`config.mk`:
```
export PLATFORM = sky130hd
export DESIGN_NAME = dri_core
export DESIGN_NICKNAME = d
export VERILOG_FILES = /design/src/pkg/dri_pkg.sv /design/src/hw/dri_core.sv
export SDC_FILE = /design/constraint.sdc
export NUM_CORES = 1
export LEC_CHECK = 0
export ABC_CLOCK_PERIOD_IN_PS = 7100
export BUFFER_PORTS_ARGS = -buffer_cell sky130_fd_sc_hd__buf_2
export CORE_UTILIZATION = 45
export CTS_BUF_LIST = sky130_fd_sc_hd__clkbuf_4 sky130_fd_sc_hd__clkbuf_8 sky130_fd_sc_hd__clkbuf_16
export DETAILED_ROUTE_END_ITERATION = 10
export PLACE_DENSITY = 0.7
export RECOVER_POWER = 25
export SLEW_MARGIN = 25
export SYNTH_ARGS = -nofsm -noshare
export SYNTH_HDL_FRONTEND = slang
export SYNTH_SLANG_ARGS = --single-unit
```
`constraint.sdc`:
```
create_clock -name clk_i -period 7.1 [get_ports clk_i]
set_clock_uncertainty 0.15 [all_clocks]
set_input_delay 0.355 -clock clk_i [delete_from_list [all_inputs] [get_ports clk_i]]
set_output_delay 0.355 -clock clk_i [all_outputs]
set_load 0.005 [all_outputs]
```
`src/pkg/dri_pkg.sv`:
```
package dri_pkg;

  // Timing at the 40 MHz control clock
  localparam int unsigned CLK_PERIOD_PS    = 25000;
  localparam int unsigned RST_HOLD_CYC     = 40;
  localparam int unsigned T_LOCK_A_NS      = 10000;
  localparam int unsigned T_LOCK_B_NS      = 10000;
  localparam int unsigned T_INIT_SLAVE_US  = 100;
  localparam int unsigned T_INIT_MASTER_US = 1000;
  localparam int unsigned T_WAKEUP_US      = 1000;
  localparam int unsigned T_LP_REJECT_NS   = 20;

  localparam int unsigned LOCK_A_CYC      = (T_LOCK_A_NS * 1000) / CLK_PERIOD_PS;
  localparam int unsigned LOCK_B_CYC      = (T_LOCK_B_NS * 1000) / CLK_PERIOD_PS;
  localparam int unsigned INIT_SLAVE_CYC  =
    (T_INIT_SLAVE_US * 1000000 + CLK_PERIOD_PS - 1) / CLK_PERIOD_PS;
  localparam int unsigned INIT_MASTER_CYC =
    (T_INIT_MASTER_US * 1000000 + CLK_PERIOD_PS - 1) / CLK_PERIOD_PS;
  localparam int unsigned WAKEUP_CYC      =
    (T_WAKEUP_US * 1000000 + CLK_PERIOD_PS - 1) / CLK_PERIOD_PS;
  localparam int unsigned LP_REJECT_CYC   =
    (T_LP_REJECT_NS * 1000 + CLK_PERIOD_PS - 1) / CLK_PERIOD_PS;

  localparam int unsigned TW = 16;
  localparam logic [TW-1:0] LOCK_A_M1     = TW'(LOCK_A_CYC - 1);
  localparam logic [TW-1:0] LOCK_B_M1     = TW'(LOCK_B_CYC - 1);
  localparam logic [TW-1:0] INIT_SLAVE_M1 = TW'(INIT_SLAVE_CYC - 1);
  localparam logic [3:0]    FILT_M1       = 4'(LP_REJECT_CYC - 1);

  // Line states {dp, dn}
  localparam logic [1:0] LP00 = 2'h0;
  localparam logic [1:0] LP01 = 2'h1;
  localparam logic [1:0] LP10 = 2'h2;
  localparam logic [1:0] LP11 = 2'h3;

  // Escape commands, MSB sent first
  localparam logic [7:0] ESC_LPDT  = 8'hE1;
  localparam logic [7:0] ESC_ULPS  = 8'h1E;
  localparam logic [7:0] ESC_TRIG0 = 8'h62;
  localparam logic [7:0] ESC_TRIG1 = 8'h5D;
  localparam logic [7:0] ESC_TRIG2 = 8'h21;
  localparam logic [7:0] ESC_TRIG3 = 8'hA0;

  // Register map
  localparam logic [31:0] ADDR_CTRL = 32'h0000_0000;
  localparam logic [31:0] ADDR_CFG  = 32'h0000_0004;
  localparam logic [31:0] ADDR_STAT = 32'h0000_0008;
  localparam logic [31:0] ADDR_LINE = 32'h0000_000C;
  localparam logic [1:0]  IDX_CTRL  = 2'h0;
  localparam logic [1:0]  IDX_CFG   = 2'h1;
  localparam logic [1:0]  IDX_STAT  = 2'h2;
  localparam logic [1:0]  IDX_LINE  = 2'h3;
  localparam logic [2:0]  HSIZE_WORD = 3'h2;
  localparam int unsigned CTRL_EN   = 0;
  localparam int unsigned CTRL_SOFT_RESET_BIT = 1;
  localparam int unsigned CTRL_WAKE = 2;
  localparam logic        EN_RST    = 1'b1;
  localparam logic        WAKE_RST  = 1'b0;
  localparam logic [7:0]  LPX_RST   = 8'h02;

  typedef enum logic [2:0] {SQ_LOCKA, SQ_LOCKB, SQ_INIT, SQ_LPX, SQ_RUN} dri_seq_t;
  typedef enum logic [3:0] {LN_STOP, LN_HSRQ, LN_HSPRE, LN_HS, LN_ESC1, LN_ESC2, LN_ESC3,
                            LN_CMD, LN_LPDT, LN_IGN, LN_ULPS, LN_WAKE} dri_lane_t;

  typedef struct packed {
    logic        pend;
    logic        wr;
    logic        hit;
    logic [1:0]  idx;
    logic        ready;
    logic        resp;
    logic [31:0] rdata;
  } dri_bus_t;

  typedef struct packed {
    logic       enable;
    logic       wake_en;
    logic [7:0] lpx;
  } dri_regs_t;

  typedef struct packed {
    logic [1:0]    sync1;
    logic [1:0]    sync2;
    logic [1:0]    cand;
    logic [3:0]    fcnt;
    logic [1:0]    line;
    logic          line_new;
    dri_seq_t      seq;
    logic [TW-1:0] tcnt;
    logic          lock_a;
    logic          lock_b;
    logic          init_done;
  } dri_phy_t;

  typedef struct packed {
    dri_lane_t     lane;
    logic [TW-1:0] tcnt;
    logic [7:0]    sh;
    logic [2:0]    bcnt;
    logic          stopstate;
    logic          hs_active;
    logic          hs_ready;
    logic          lp_oe;
    logic [1:0]    lp_out;
    logic [7:0]    esc_data;
    logic          esc_valid;
    logic [3:0]    trig;
    logic          ulps;
  } dri_pcs_t;

  typedef struct packed {
    dri_bus_t  bus;
    dri_regs_t regs;
    dri_phy_t  phy;
    dri_pcs_t  pcs;
  } dri_state_t;

  typedef struct packed {
    logic [24:0] zero;
    logic        is_tx;
    logic        ulps;
    logic        hs_active;
    logic        stopstate;
    logic        init_done;
    logic        lock_b;
    logic        lock_a;
  } dri_stat_t;

  localparam dri_bus_t BUS_RST = '{pend: 1'b0, wr: 1'b0, hit: 1'b0, idx: 2'h0, ready: 1'b1,
                                   resp: 1'b0, rdata: 32'h0000_0000};
  localparam dri_regs_t REGS_RST = '{enable: EN_RST, wake_en: WAKE_RST, lpx: LPX_RST};
  localparam dri_phy_t PHY_RST = '{sync1: LP00, sync2: LP00, cand: LP00, fcnt: 4'h0,
                                   line: LP00, line_new: 1'b0, seq: SQ_LOCKA,
                                   tcnt: 16'h0000, lock_a: 1'b0, lock_b: 1'b0,
                                   init_done: 1'b0};
  localparam dri_pcs_t PCS_RST = '{lane: LN_STOP, tcnt: 16'h0000, sh: 8'h00, bcnt: 3'h0,
                                   stopstate: 1'b0, hs_active: 1'b0, hs_ready: 1'b0,
                                   lp_oe: 1'b0, lp_out: LP11, esc_data: 8'h00,
                                   esc_valid: 1'b0, trig: 4'h0, ulps: 1'b0};

endpackage : dri_pkg

```
`src/hw/dri_core.sv`:
```
// Behaviour
// - Both lock indications low during reset
// - First lock within 100 us of release
// - Second lock within 100 us of first
// - Transmitter holds LP-11 for init time
// - Idle output after one LP unit period
// - Each reset source clears its own parts
// - Enable bit cleared equals core reset
// - Receiver idle 100 us after release
// - Transmitter idle 1 ms after release
// - Byte data accepted only once idle
// - Line states under 20 ns ignored
// - Bursts start and end in LP-11
// - Receiver init needs LP-11 over 100 us
// - Four escape triggers, each flagged upward
// - Escape decoding self-clocked, spaced-one-hot
// - Data after a trigger is ignored
// - Low-power data 10 Mb/s, 20 MHz max
// - Wake counter: LP-10 1 ms then stop
// - No wake counter: exit on LP-10
`timescale 1ns/10ps
module dri_core #(
  parameter bit          IS_TX       = 1'b1,
  parameter int unsigned INIT_TX_CYC = dri_pkg::INIT_MASTER_CYC,
  parameter int unsigned WAKEUP_CYC  = dri_pkg::WAKEUP_CYC
) (
  input  wire logic        clk_i,        // 40 MHz control clock
  input  wire logic        arst_n_i,     // Core reset, active low
  input  wire logic        hresetn_i,    // Bus reset, registers only
  input  wire logic        hsel_i,       // AHB select
  input  wire logic [31:0] haddr_i,      // AHB address
  input  wire logic [1:0]  htrans_i,     // AHB transfer type
  input  wire logic        hwrite_i,     // AHB write
  input  wire logic [2:0]  hsize_i,      // AHB size
  input  wire logic        hready_i,     // AHB bus ready
  input  wire logic [31:0] hwdata_i,     // AHB write data
  output logic             hreadyout_o,  // AHB slave ready
  output logic             hresp_o,      // AHB response, always OKAY
  output logic [31:0]      hrdata_o,     // AHB read data
  input  wire logic        hs_req_i,     // Burst request, transmitter
  input  wire logic        lp_dp_i,      // Lane wire in, positive
  input  wire logic        lp_dn_i,      // Lane wire in, negative
  output logic             lp_dp_o,      // Lane wire out, positive
  output logic             lp_dn_o,      // Lane wire out, negative
  output logic             lp_oe_o,      // LP drivers enabled
  output logic             lock_a_o,     // First clock generator locked
  output logic             lock_b_o,     // Second clock generator locked
  output logic             init_done_o,  // Lane initialisation complete
  output logic             stopstate_o,  // Lane idle in stop state
  output logic             hs_ready_o,   // Burst data accepted (transmitter)
  output logic             hs_active_o,  // High-speed burst in progress
  output logic [7:0]       esc_data_o,   // Low-power data byte (receiver)
  output logic             esc_valid_o,  // Low-power byte strobe
  output logic [3:0]       trig_o,       // Trigger strobes, one per kind
  output logic             ulps_active_o // Lane in ultra-low-power state
);

  localparam logic [15:0] INIT_TX_M1 = 16'(INIT_TX_CYC - 1);
  localparam logic [15:0] WAKE_M1    = 16'(WAKEUP_CYC - 1);
  localparam logic [15:0] INIT_M1    = IS_TX ? INIT_TX_M1 : dri_pkg::INIT_SLAVE_M1;

  dri_pkg::dri_state_t q;
  dri_pkg::dri_state_t d;

  function automatic logic is_mark(input logic [1:0] ln);
    is_mark = (ln == dri_pkg::LP10) || (ln == dri_pkg::LP01);
  endfunction : is_mark

  function automatic logic [3:0] trig_of(input logic [7:0] cmd);
    unique case (cmd)
      dri_pkg::ESC_TRIG0: trig_of = 4'h1;
      dri_pkg::ESC_TRIG1: trig_of = 4'h2;
      dri_pkg::ESC_TRIG2: trig_of = 4'h4;
      dri_pkg::ESC_TRIG3: trig_of = 4'h8;
      default:            trig_of = 4'h0;
    endcase
  endfunction : trig_of

  function automatic logic [2:0] addr_dec(input logic [31:0] a);
    unique case (a)
      dri_pkg::ADDR_CTRL: addr_dec = {1'b1, dri_pkg::IDX_CTRL};
      dri_pkg::ADDR_CFG:  addr_dec = {1'b1, dri_pkg::IDX_CFG};
      dri_pkg::ADDR_STAT: addr_dec = {1'b1, dri_pkg::IDX_STAT};
      dri_pkg::ADDR_LINE: addr_dec = {1'b1, dri_pkg::IDX_LINE};
      default:            addr_dec = 3'h0;
    endcase
  endfunction : addr_dec

  function automatic logic [31:0] rd_word(input dri_pkg::dri_state_t s);
    dri_pkg::dri_stat_t st;
    st = '{zero: 25'h0, is_tx: IS_TX, ulps: s.pcs.ulps, hs_active: s.pcs.hs_active,
           stopstate: s.pcs.stopstate, init_done: s.phy.init_done,
           lock_b: s.phy.lock_b, lock_a: s.phy.lock_a};
    rd_word = 32'h0000_0000;
    if (s.bus.hit) begin
      unique case (s.bus.idx)
        dri_pkg::IDX_CTRL: begin
          rd_word[dri_pkg::CTRL_EN]   = s.regs.enable;
          rd_word[dri_pkg::CTRL_WAKE] = s.regs.wake_en;
        end
        dri_pkg::IDX_CFG:  rd_word = {24'h00_0000, s.regs.lpx};
        dri_pkg::IDX_STAT: rd_word = st;
        dri_pkg::IDX_LINE: rd_word = {30'h0000_0000, s.phy.line};
      endcase
    end
  endfunction : rd_word

  always_comb begin
    logic soft_rst;
    logic [1:0] ln;
    logic [7:0] sh_nx;
    soft_rst = 1'b0;
    ln       = q.phy.line;
    sh_nx    = {q.pcs.sh[6:0], q.phy.line[1]};
    d        = q;
    d.pcs.esc_valid = 1'b0;
    d.pcs.trig      = 4'h0;
    d.bus.resp      = 1'b0;

    // Two-flop synchroniser; only stage two is read
    d.phy.sync1    = {lp_dp_i, lp_dn_i};
    d.phy.sync2    = q.phy.sync1;
    d.phy.line_new = 1'b0;
    // Two samples needed, so a sub-20 ns pulse is dropped
    if (q.phy.sync2 != q.phy.cand) begin
      d.phy.cand = q.phy.sync2;
      d.phy.fcnt = 4'h0;
    end else if (q.phy.cand != q.phy.line) begin
      if (q.phy.fcnt >= dri_pkg::FILT_M1) begin
        d.phy.line     = q.phy.cand;
        d.phy.line_new = 1'b1;
      end else begin
        d.phy.fcnt = q.phy.fcnt + 4'h1;
      end
    end

    // Power-up: locks, line init, one LP unit of stop
    unique case (q.phy.seq)
      dri_pkg::SQ_LOCKA: begin
        if (q.phy.tcnt >= dri_pkg::LOCK_A_M1) begin
          d.phy.lock_a = 1'b1;
          d.phy.tcnt   = 16'h0000;
          d.phy.seq    = dri_pkg::SQ_LOCKB;
        end else begin
          d.phy.tcnt = q.phy.tcnt + 16'h0001;
        end
      end
      dri_pkg::SQ_LOCKB: begin
        if (q.phy.tcnt >= dri_pkg::LOCK_B_M1) begin
          d.phy.lock_b = 1'b1;
          d.phy.tcnt   = 16'h0000;
          d.phy.seq    = dri_pkg::SQ_INIT;
        end else begin
          d.phy.tcnt = q.phy.tcnt + 16'h0001;
        end
      end
      dri_pkg::SQ_INIT: begin
        if (!IS_TX && q.phy.line != dri_pkg::LP11) begin
          d.phy.tcnt = 16'h0000;
        end else if (q.phy.tcnt >= INIT_M1) begin
          d.phy.init_done = 1'b1;
          d.phy.tcnt      = 16'h0000;
          d.phy.seq       = dri_pkg::SQ_LPX;
        end else begin
          d.phy.tcnt = q.phy.tcnt + 16'h0001;
        end
      end
      dri_pkg::SQ_LPX: begin
        if (!IS_TX && q.phy.line != dri_pkg::LP11) begin
          d.phy.tcnt = 16'h0000;
        end else if ((q.phy.tcnt + 16'h0001) >= {8'h00, q.regs.lpx}) begin
          d.phy.seq = dri_pkg::SQ_RUN;
        end else begin
          d.phy.tcnt = q.phy.tcnt + 16'h0001;
        end
      end
      dri_pkg::SQ_RUN: begin
      end
    endcase

    // Lane held at stop, not idle, until SQ_RUN, one LP unit after init ends
    if (q.phy.seq != dri_pkg::SQ_RUN) begin
      d.pcs.lane      = dri_pkg::LN_STOP;
      d.pcs.stopstate = 1'b0;
      d.pcs.lp_out    = dri_pkg::LP11;
      d.pcs.lp_oe     = IS_TX && q.phy.lock_b;
    end else if (IS_TX) begin
      unique case (q.pcs.lane)
        dri_pkg::LN_STOP: begin
          d.pcs.lp_out    = dri_pkg::LP11;
          d.pcs.stopstate = 1'b1;
          if (hs_req_i && q.pcs.stopstate) begin
            d.pcs.lane      = dri_pkg::LN_HSRQ;
            d.pcs.lp_out    = dri_pkg::LP01;
            d.pcs.stopstate = 1'b0;
            d.pcs.tcnt      = 16'h0000;
          end
        end
        dri_pkg::LN_HSRQ: begin
          if ((q.pcs.tcnt + 16'h0001) >= {8'h00, q.regs.lpx}) begin
            d.pcs.lane   = dri_pkg::LN_HSPRE;
            d.pcs.lp_out = dri_pkg::LP00;
            d.pcs.tcnt   = 16'h0000;
          end else begin
            d.pcs.tcnt = q.pcs.tcnt + 16'h0001;
          end
        end
        dri_pkg::LN_HSPRE: begin
          if ((q.pcs.tcnt + 16'h0001) >= {8'h00, q.regs.lpx}) begin
            d.pcs.lane      = dri_pkg::LN_HS;
            d.pcs.lp_oe     = 1'b0;
            d.pcs.hs_active = 1'b1;
            d.pcs.hs_ready  = 1'b1;
          end else begin
            d.pcs.tcnt = q.pcs.tcnt + 16'h0001;
          end
        end
        dri_pkg::LN_HS: begin
          if (!hs_req_i) begin
            d.pcs.lane      = dri_pkg::LN_STOP;
            d.pcs.lp_oe     = 1'b1;
            d.pcs.lp_out    = dri_pkg::LP11;
            d.pcs.hs_active = 1'b0;
            d.pcs.hs_ready  = 1'b0;
          end
        end
        default: d.pcs.lane = dri_pkg::LN_STOP;
      endcase
    end else begin
      // Receiver escape path needs no lane clock
      unique case (q.pcs.lane)
        dri_pkg::LN_STOP: begin
          d.pcs.stopstate = 1'b1;
          if (ln == dri_pkg::LP01) begin
            d.pcs.lane      = dri_pkg::LN_HSRQ;
            d.pcs.stopstate = 1'b0;
          end else if (ln == dri_pkg::LP10) begin
            d.pcs.lane      = dri_pkg::LN_ESC1;
            d.pcs.stopstate = 1'b0;
          end
        end
        dri_pkg::LN_HSRQ: begin
          if (ln == dri_pkg::LP00) begin
            d.pcs.lane      = dri_pkg::LN_HS;
            d.pcs.hs_active = 1'b1;
          end else if (ln == dri_pkg::LP11) begin
            d.pcs.lane = dri_pkg::LN_STOP;
          end else if (ln == dri_pkg::LP10) begin
            d.pcs.lane = dri_pkg::LN_IGN;
          end
        end
        dri_pkg::LN_HS: begin
          if (ln == dri_pkg::LP11) begin
            d.pcs.lane      = dri_pkg::LN_STOP;
            d.pcs.hs_active = 1'b0;
          end
        end
        dri_pkg::LN_ESC1, dri_pkg::LN_ESC2, dri_pkg::LN_ESC3: begin
          if (ln == dri_pkg::LP11) begin
            d.pcs.lane = dri_pkg::LN_STOP;
          end else if (q.pcs.lane == dri_pkg::LN_ESC1 && ln == dri_pkg::LP00) begin
            d.pcs.lane = dri_pkg::LN_ESC2;
          end else if (q.pcs.lane == dri_pkg::LN_ESC2 && ln == dri_pkg::LP01) begin
            d.pcs.lane = dri_pkg::LN_ESC3;
          end else if (q.pcs.lane == dri_pkg::LN_ESC3 && ln == dri_pkg::LP00) begin
            d.pcs.lane = dri_pkg::LN_CMD;
            d.pcs.bcnt = 3'h0;
          end else if (q.phy.line_new && ln != dri_pkg::LP00) begin
            d.pcs.lane = dri_pkg::LN_IGN;
          end
        end
        dri_pkg::LN_CMD, dri_pkg::LN_LPDT: begin
          if (ln == dri_pkg::LP11) begin
            d.pcs.lane = dri_pkg::LN_STOP;
          end else if (q.phy.line_new && is_mark(ln)) begin
            d.pcs.sh   = sh_nx;
            d.pcs.bcnt = q.pcs.bcnt + 3'h1;
            if (q.pcs.bcnt == 3'h7) begin
              if (q.pcs.lane == dri_pkg::LN_LPDT) begin
                d.pcs.esc_data  = sh_nx;
                d.pcs.esc_valid = 1'b1;
              end else if (sh_nx == dri_pkg::ESC_LPDT) begin
                d.pcs.lane = dri_pkg::LN_LPDT;
              end else if (sh_nx == dri_pkg::ESC_ULPS) begin
                d.pcs.lane = dri_pkg::LN_ULPS;
                d.pcs.ulps = 1'b1;
              end else begin
                d.pcs.trig = trig_of(sh_nx);
                d.pcs.lane = dri_pkg::LN_IGN;
              end
            end
          end
        end
        dri_pkg::LN_IGN: begin
          if (ln == dri_pkg::LP11) begin
            d.pcs.lane = dri_pkg::LN_STOP;
          end
        end
        dri_pkg::LN_ULPS: begin
          if (ln == dri_pkg::LP10) begin
            d.pcs.tcnt = 16'h0000;
            if (q.regs.wake_en) begin
              d.pcs.lane = dri_pkg::LN_WAKE;
            end else begin
              d.pcs.ulps = 1'b0;
              d.pcs.lane = dri_pkg::LN_IGN;
            end
          end
        end
        dri_pkg::LN_WAKE: begin
          if (ln == dri_pkg::LP10) begin
            if (q.pcs.tcnt != 16'hFFFF) begin
              d.pcs.tcnt = q.pcs.tcnt + 16'h0001;
            end
          end else if (ln == dri_pkg::LP11 && q.pcs.tcnt >= WAKE_M1) begin
            d.pcs.ulps = 1'b0;
            d.pcs.lane = dri_pkg::LN_STOP;
          end else begin
            d.pcs.lane = dri_pkg::LN_ULPS;
          end
        end
        default: d.pcs.lane = dri_pkg::LN_STOP;
      endcase
    end

    // One wait state keeps reads and writes fresh
    if (q.bus.pend) begin
      d.bus.pend  = 1'b0;
      d.bus.ready = 1'b1;
      if (!q.bus.wr) begin
        d.bus.rdata = rd_word(q);
      end else if (q.bus.hit && q.bus.idx == dri_pkg::IDX_CTRL) begin
        d.regs.enable  = hwdata_i[dri_pkg::CTRL_EN];
        d.regs.wake_en = hwdata_i[dri_pkg::CTRL_WAKE];
        soft_rst       = hwdata_i[dri_pkg::CTRL_SOFT_RESET_BIT];
      end else if (q.bus.hit && q.bus.idx == dri_pkg::IDX_CFG) begin
        d.regs.lpx = hwdata_i[7:0];
      end
    end else if (hsel_i && htrans_i[1] && hready_i) begin
      d.bus.pend = 1'b1;
      d.bus.ready = 1'b0;
      d.bus.wr = hwrite_i;
      {d.bus.hit, d.bus.idx} = (hsize_i == dri_pkg::HSIZE_WORD) ? addr_dec(haddr_i) : 3'h0;
    end

    // Partial resets; enable clear acts as core reset
    if (!q.regs.enable) begin
      d.phy          = dri_pkg::PHY_RST;
      d.pcs          = dri_pkg::PCS_RST;
      d.regs.wake_en = dri_pkg::WAKE_RST;
      d.regs.lpx     = dri_pkg::LPX_RST;
    end
    if (soft_rst) begin
      d.pcs          = dri_pkg::PCS_RST;
      d.regs.wake_en = dri_pkg::WAKE_RST;
      d.regs.lpx     = dri_pkg::LPX_RST;
    end
    if (!hresetn_i) begin
      d.regs = dri_pkg::REGS_RST;
      d.bus  = dri_pkg::BUS_RST;
    end
  end

  // One edge of reset reaches every flop
  always_ff @(posedge clk_i or negedge arst_n_i) begin
    if (!arst_n_i) begin
      q <= '{bus: dri_pkg::BUS_RST, regs: dri_pkg::REGS_RST,
             phy: dri_pkg::PHY_RST, pcs: dri_pkg::PCS_RST};
    end else begin
      q <= d;
    end
  end

  assign hreadyout_o   = q.bus.ready;
  assign hresp_o       = q.bus.resp;
  assign hrdata_o      = q.bus.rdata;
  assign lp_dp_o       = q.pcs.lp_out[1];
  assign lp_dn_o       = q.pcs.lp_out[0];
  assign lp_oe_o       = q.pcs.lp_oe;
  assign lock_a_o      = q.phy.lock_a;
  assign lock_b_o      = q.phy.lock_b;
  assign init_done_o   = q.phy.init_done;
  assign stopstate_o   = q.pcs.stopstate;
  assign hs_ready_o    = q.pcs.hs_ready;
  assign hs_active_o   = q.pcs.hs_active;
  assign esc_data_o    = q.pcs.esc_data;
  assign esc_valid_o   = q.pcs.esc_valid;
  assign trig_o        = q.pcs.trig;
  assign ulps_active_o = q.pcs.ulps;

endmodule : dri_core

```
==> metrics <==
Cells after Synth=about 560; P per Cell Area=about 180 nW/um2; worst skew pair latency=between 0.3 and 0.4 ns; Sink Count=between 70 and 80; Slew HR=-1.72; Max stage delay on crit path=~2.9 ns; pre-CTS setup slack=3.49 ns; Clk pwr share=0.488; Ys Warns=0; register area share after synthesis=0.372; number of synthesized flops with an enable pin=0; Simple-Gate Fraction of Synth Area=0.230; outcome=finished with violations; power after layout=around 0.0010 W; clock slew at reported path FFs=~0.06 ns; worst setup margin=about 2.7 ns; Yosys cell types=75; Post-synth top flop=dfrtp_1; crit path buf inv count=2; largest net degree at the start of global routing=just under 80; Wirelength per Cell=15.0 um; synthesized area per cell=9.22 um2; Remaining Overflow, GRT=0; worst slew pin tran=between 4 and 5 ns; layout cell share with drive strength beyond 1=0.174; Row Count=38; Die ar.=12,000 um2; Die W=109 um; Initial Utilization=0.471; DR vias/cell=5.54; Switch Pwr=between 0.0002 and 0.00025 W; mux cell area share after synthesis=0.0137; nets=just over 700; H-Tree Depth=3; CTS tree=built; Sequential Power Share=0.440; # DRC=0; RSZ-0062 raised after global routing=false; Final min period=between 4 and 5 ns; setup total negative slack=0 ns; Final period util=0.625; largest family of logic cells by synthesized area=simple AND/OR/NAND/NOR gates; GP Congestion=slightly below 0.9; maximum VDD drop=between 0.15 and 0.2 mV; CTS root buf=clkbuf_16; clk buf depth=2; adder-cell share of the synthesized area=0.0651; failing checks=capacitance limit, slew limit; vias in the first global route=between 3,000 and 4,000; Crit-path slowest cell=clkbuf_1; Die Y=around 110 um; top-area cell type share of the netlist area=0.347; Buffers on Ports=70; final WL=roughly 11,000 um; Yosys reg bits=77; synth top area cells=dfrtp_1, buf_4, ha_1, nand2_1, o21ai_0; Leakage=2.71 nW; XOR/XNOR Fraction of Synth Area=0.0219; CP Launch Type=primary input; initial antenna violation count=0; ANT cells=0; setup violators final=0; Hold Crit Class=primary input to flop; switching part of the total power=0.223; 1st-iter DRT viols=between 200 and 250; combinational share of power=0.072; CP endpoint kind=async pin; endpoints failing hold=0; CP max FO=a little under 80; Post-DP HPWL=8360 um; Crit Path Class=primary input to async pin; post-route ant nets=0; Synth Cell Area=between 5000 and 6000 um2; DR pass1 iterations=6; Slew Viols, Final=78; CORE AREA=about 11,000 um2; io pins=roughly 140; Layout area overhead=9.13%; Post-synth ARST share=1.00; Max Cap Viol=1; global-route wire length before repair=~19,000 um; arrival time worst endpoint=about 3.8 ns; GRT Util Overall=0.202; Internal Pwr Total=slightly above 0.0008 W; post-synthesis compound-gate area fraction=0.176; postcts setup bufs=0; crit path cell chain=dlygate4sd3_1 -> clkbuf_1; cts bufs inserted=9; DR vias=between 4,000 and 5,000; FMAX=approximately 230 MHz; post-synth top area cell=dfrtp_1; Worst Path Required=roughly 6.4 ns; CP top delay family=buffers and inverters
Yosys cell counts (6+ instances only):
master,number
o22ai_1,6
mux2i_1,6
ha_1,27
nand2_1,53
a31oi_1,6
nor2_1,31
dfrtp_1,72
and2_1,16
inv_1,20
nand3_1,26
clkbuf_1,7
buf_4,51
o21ai_0,39
nor4_1,10
a22o_1,14
and3_1,8
and4_1,6
nand2b_1,16
a22oi_1,6
xnor2_1,12
a21o_1,8
nor3_1,8
nor2b_1,10
nand4_1,13
a21oi_1,16
layout make-up:
| class | count | area (um2) |
|---|---|---|
| clock inverters | 5 | 82.6 |
| well taps | 140 | 175 |
| multi-input cells | 435 | 2790 |
| flip-flops and latches | 77 | 1930 |
| inverters | 20 | 75.1 |
| repair buffers | 72 | 363 |
| fillers | 1012 | 5360 |
| clock buffers | 11 | 253 |
worst paths after layout:
path	endpoint	startpoint	depth (start not counted)	slack [ns]
worst max register to register	q[54]$_DFFE_PN0P_	q[54]$_DFFE_PN0P_	12	3.50
max in group clk_i	q[54]$_DFFE_PN0P_	q[54]$_DFFE_PN0P_	12	3.50
min in group asynchronous	hrdata_o[7]$_DFFE_PN0P_	arst_n_i	2	1.85
worst min register to register	q[82]$_DFF_PN0_	q[84]$_DFF_PN0_	1	0.31
worst max-delay path	q[38]$_DFFE_PN0P_	arst_n_i	2	2.66
worst min-delay path	hreadyout_o$_DFFE_PN1P_	hresetn_i	2	0.07
kinds of logic (layout without fill, tap and decap cells):
group,count (synthesis),count (layout)
and+or+nand+nor,218,218
buffers and inverters,89,108
DFF,77,77
xor gates and xnor gates,13,13
other,1,39
adders and majority gates,27,27
AOI/OAI and AO/OA,131,131
muxes,7,7
flip-flops by register name, summed over array words and instances (netlist names):
| name | flops |
|---|---|
| lp_dp_o | 1 |
| lock_a_o | 1 |
| stopstate_o | 1 |
| lock_b_o | 1 |
| lp_dn_o | 1 |
| lp_oe_o | 1 |
| hrdata_o | 8 |
| init_done_o | 1 |
| hs_active_o | 1 |
| q | 60 |
| hreadyout_o | 1 |
power groups by stage:
| stage | clock network, W | logic, W | registers, W |
|---|---|---|---|
| floorplan | 0 | 0.0000555 | 0.000461 |
| global placement | 0 | 0.0000718 | 0.000464 |
| detailed placement | 0 | 0.0000746 | 0.000464 |
| finish | 0.000506 | 0.0000745 | 0.000456 |
| CTS | 0.000518 | 0.0000750 | 0.000456 |
| global route | 0.000538 | 0.0000866 | 0.000457 |
through the flow:
step / util / instance area, um2 / hold slack, ns / std cells
after floorplan: - / 5340 / -0.0906 / 601
after global placement: 0.483 / 5330 / 0.287 / 743
after detailed placement: 0.483 / 5330 / 0.297 / 743
after CTS: 0.513 / 5660 / 0.0570 / 759
after global routing: 0.514 / 5670 / 0.0693 / 760
final: 0.514 / 5670 / 0.0730 / 760
per-layer routing:
| layer | vias up | global-route usage | share of wire | routed length [um] |
|---|---|---|---|---|
| met5 | - | 0 | 0 | 0 |
| met4 | 0 | 0.0657 | 0.013 | 148 |
| met3 | 12 | 0.0409 | 0.040 | 458 |
| met2 | 103 | 0.331 | 0.48 | 5410 |
| met1 | 2037 | 0.265 | 0.47 | 5370 |
| li1 | 2057 | - | - | - |
cells in the final DEF (no fill, tap or decap), types with 13 or more instances in the layout:
cell	n
dfrtp_1	72
buf_2	66
nand2_1	53
o21ai_0	39
conb_1	39
nor2_1	31
ha_1	27
nand3_1	26
inv_1	20
nand2b_1	16
and2_1	15
a21oi_1	15
a22o_1	14
nand4_1	13
timing repair:
action                    4_1_cts  5_1_grt
resized for setup               0        0
hold endpoints to repair        0       72
hold buffers                    0        1
Power figures use the tool's default switching activity.
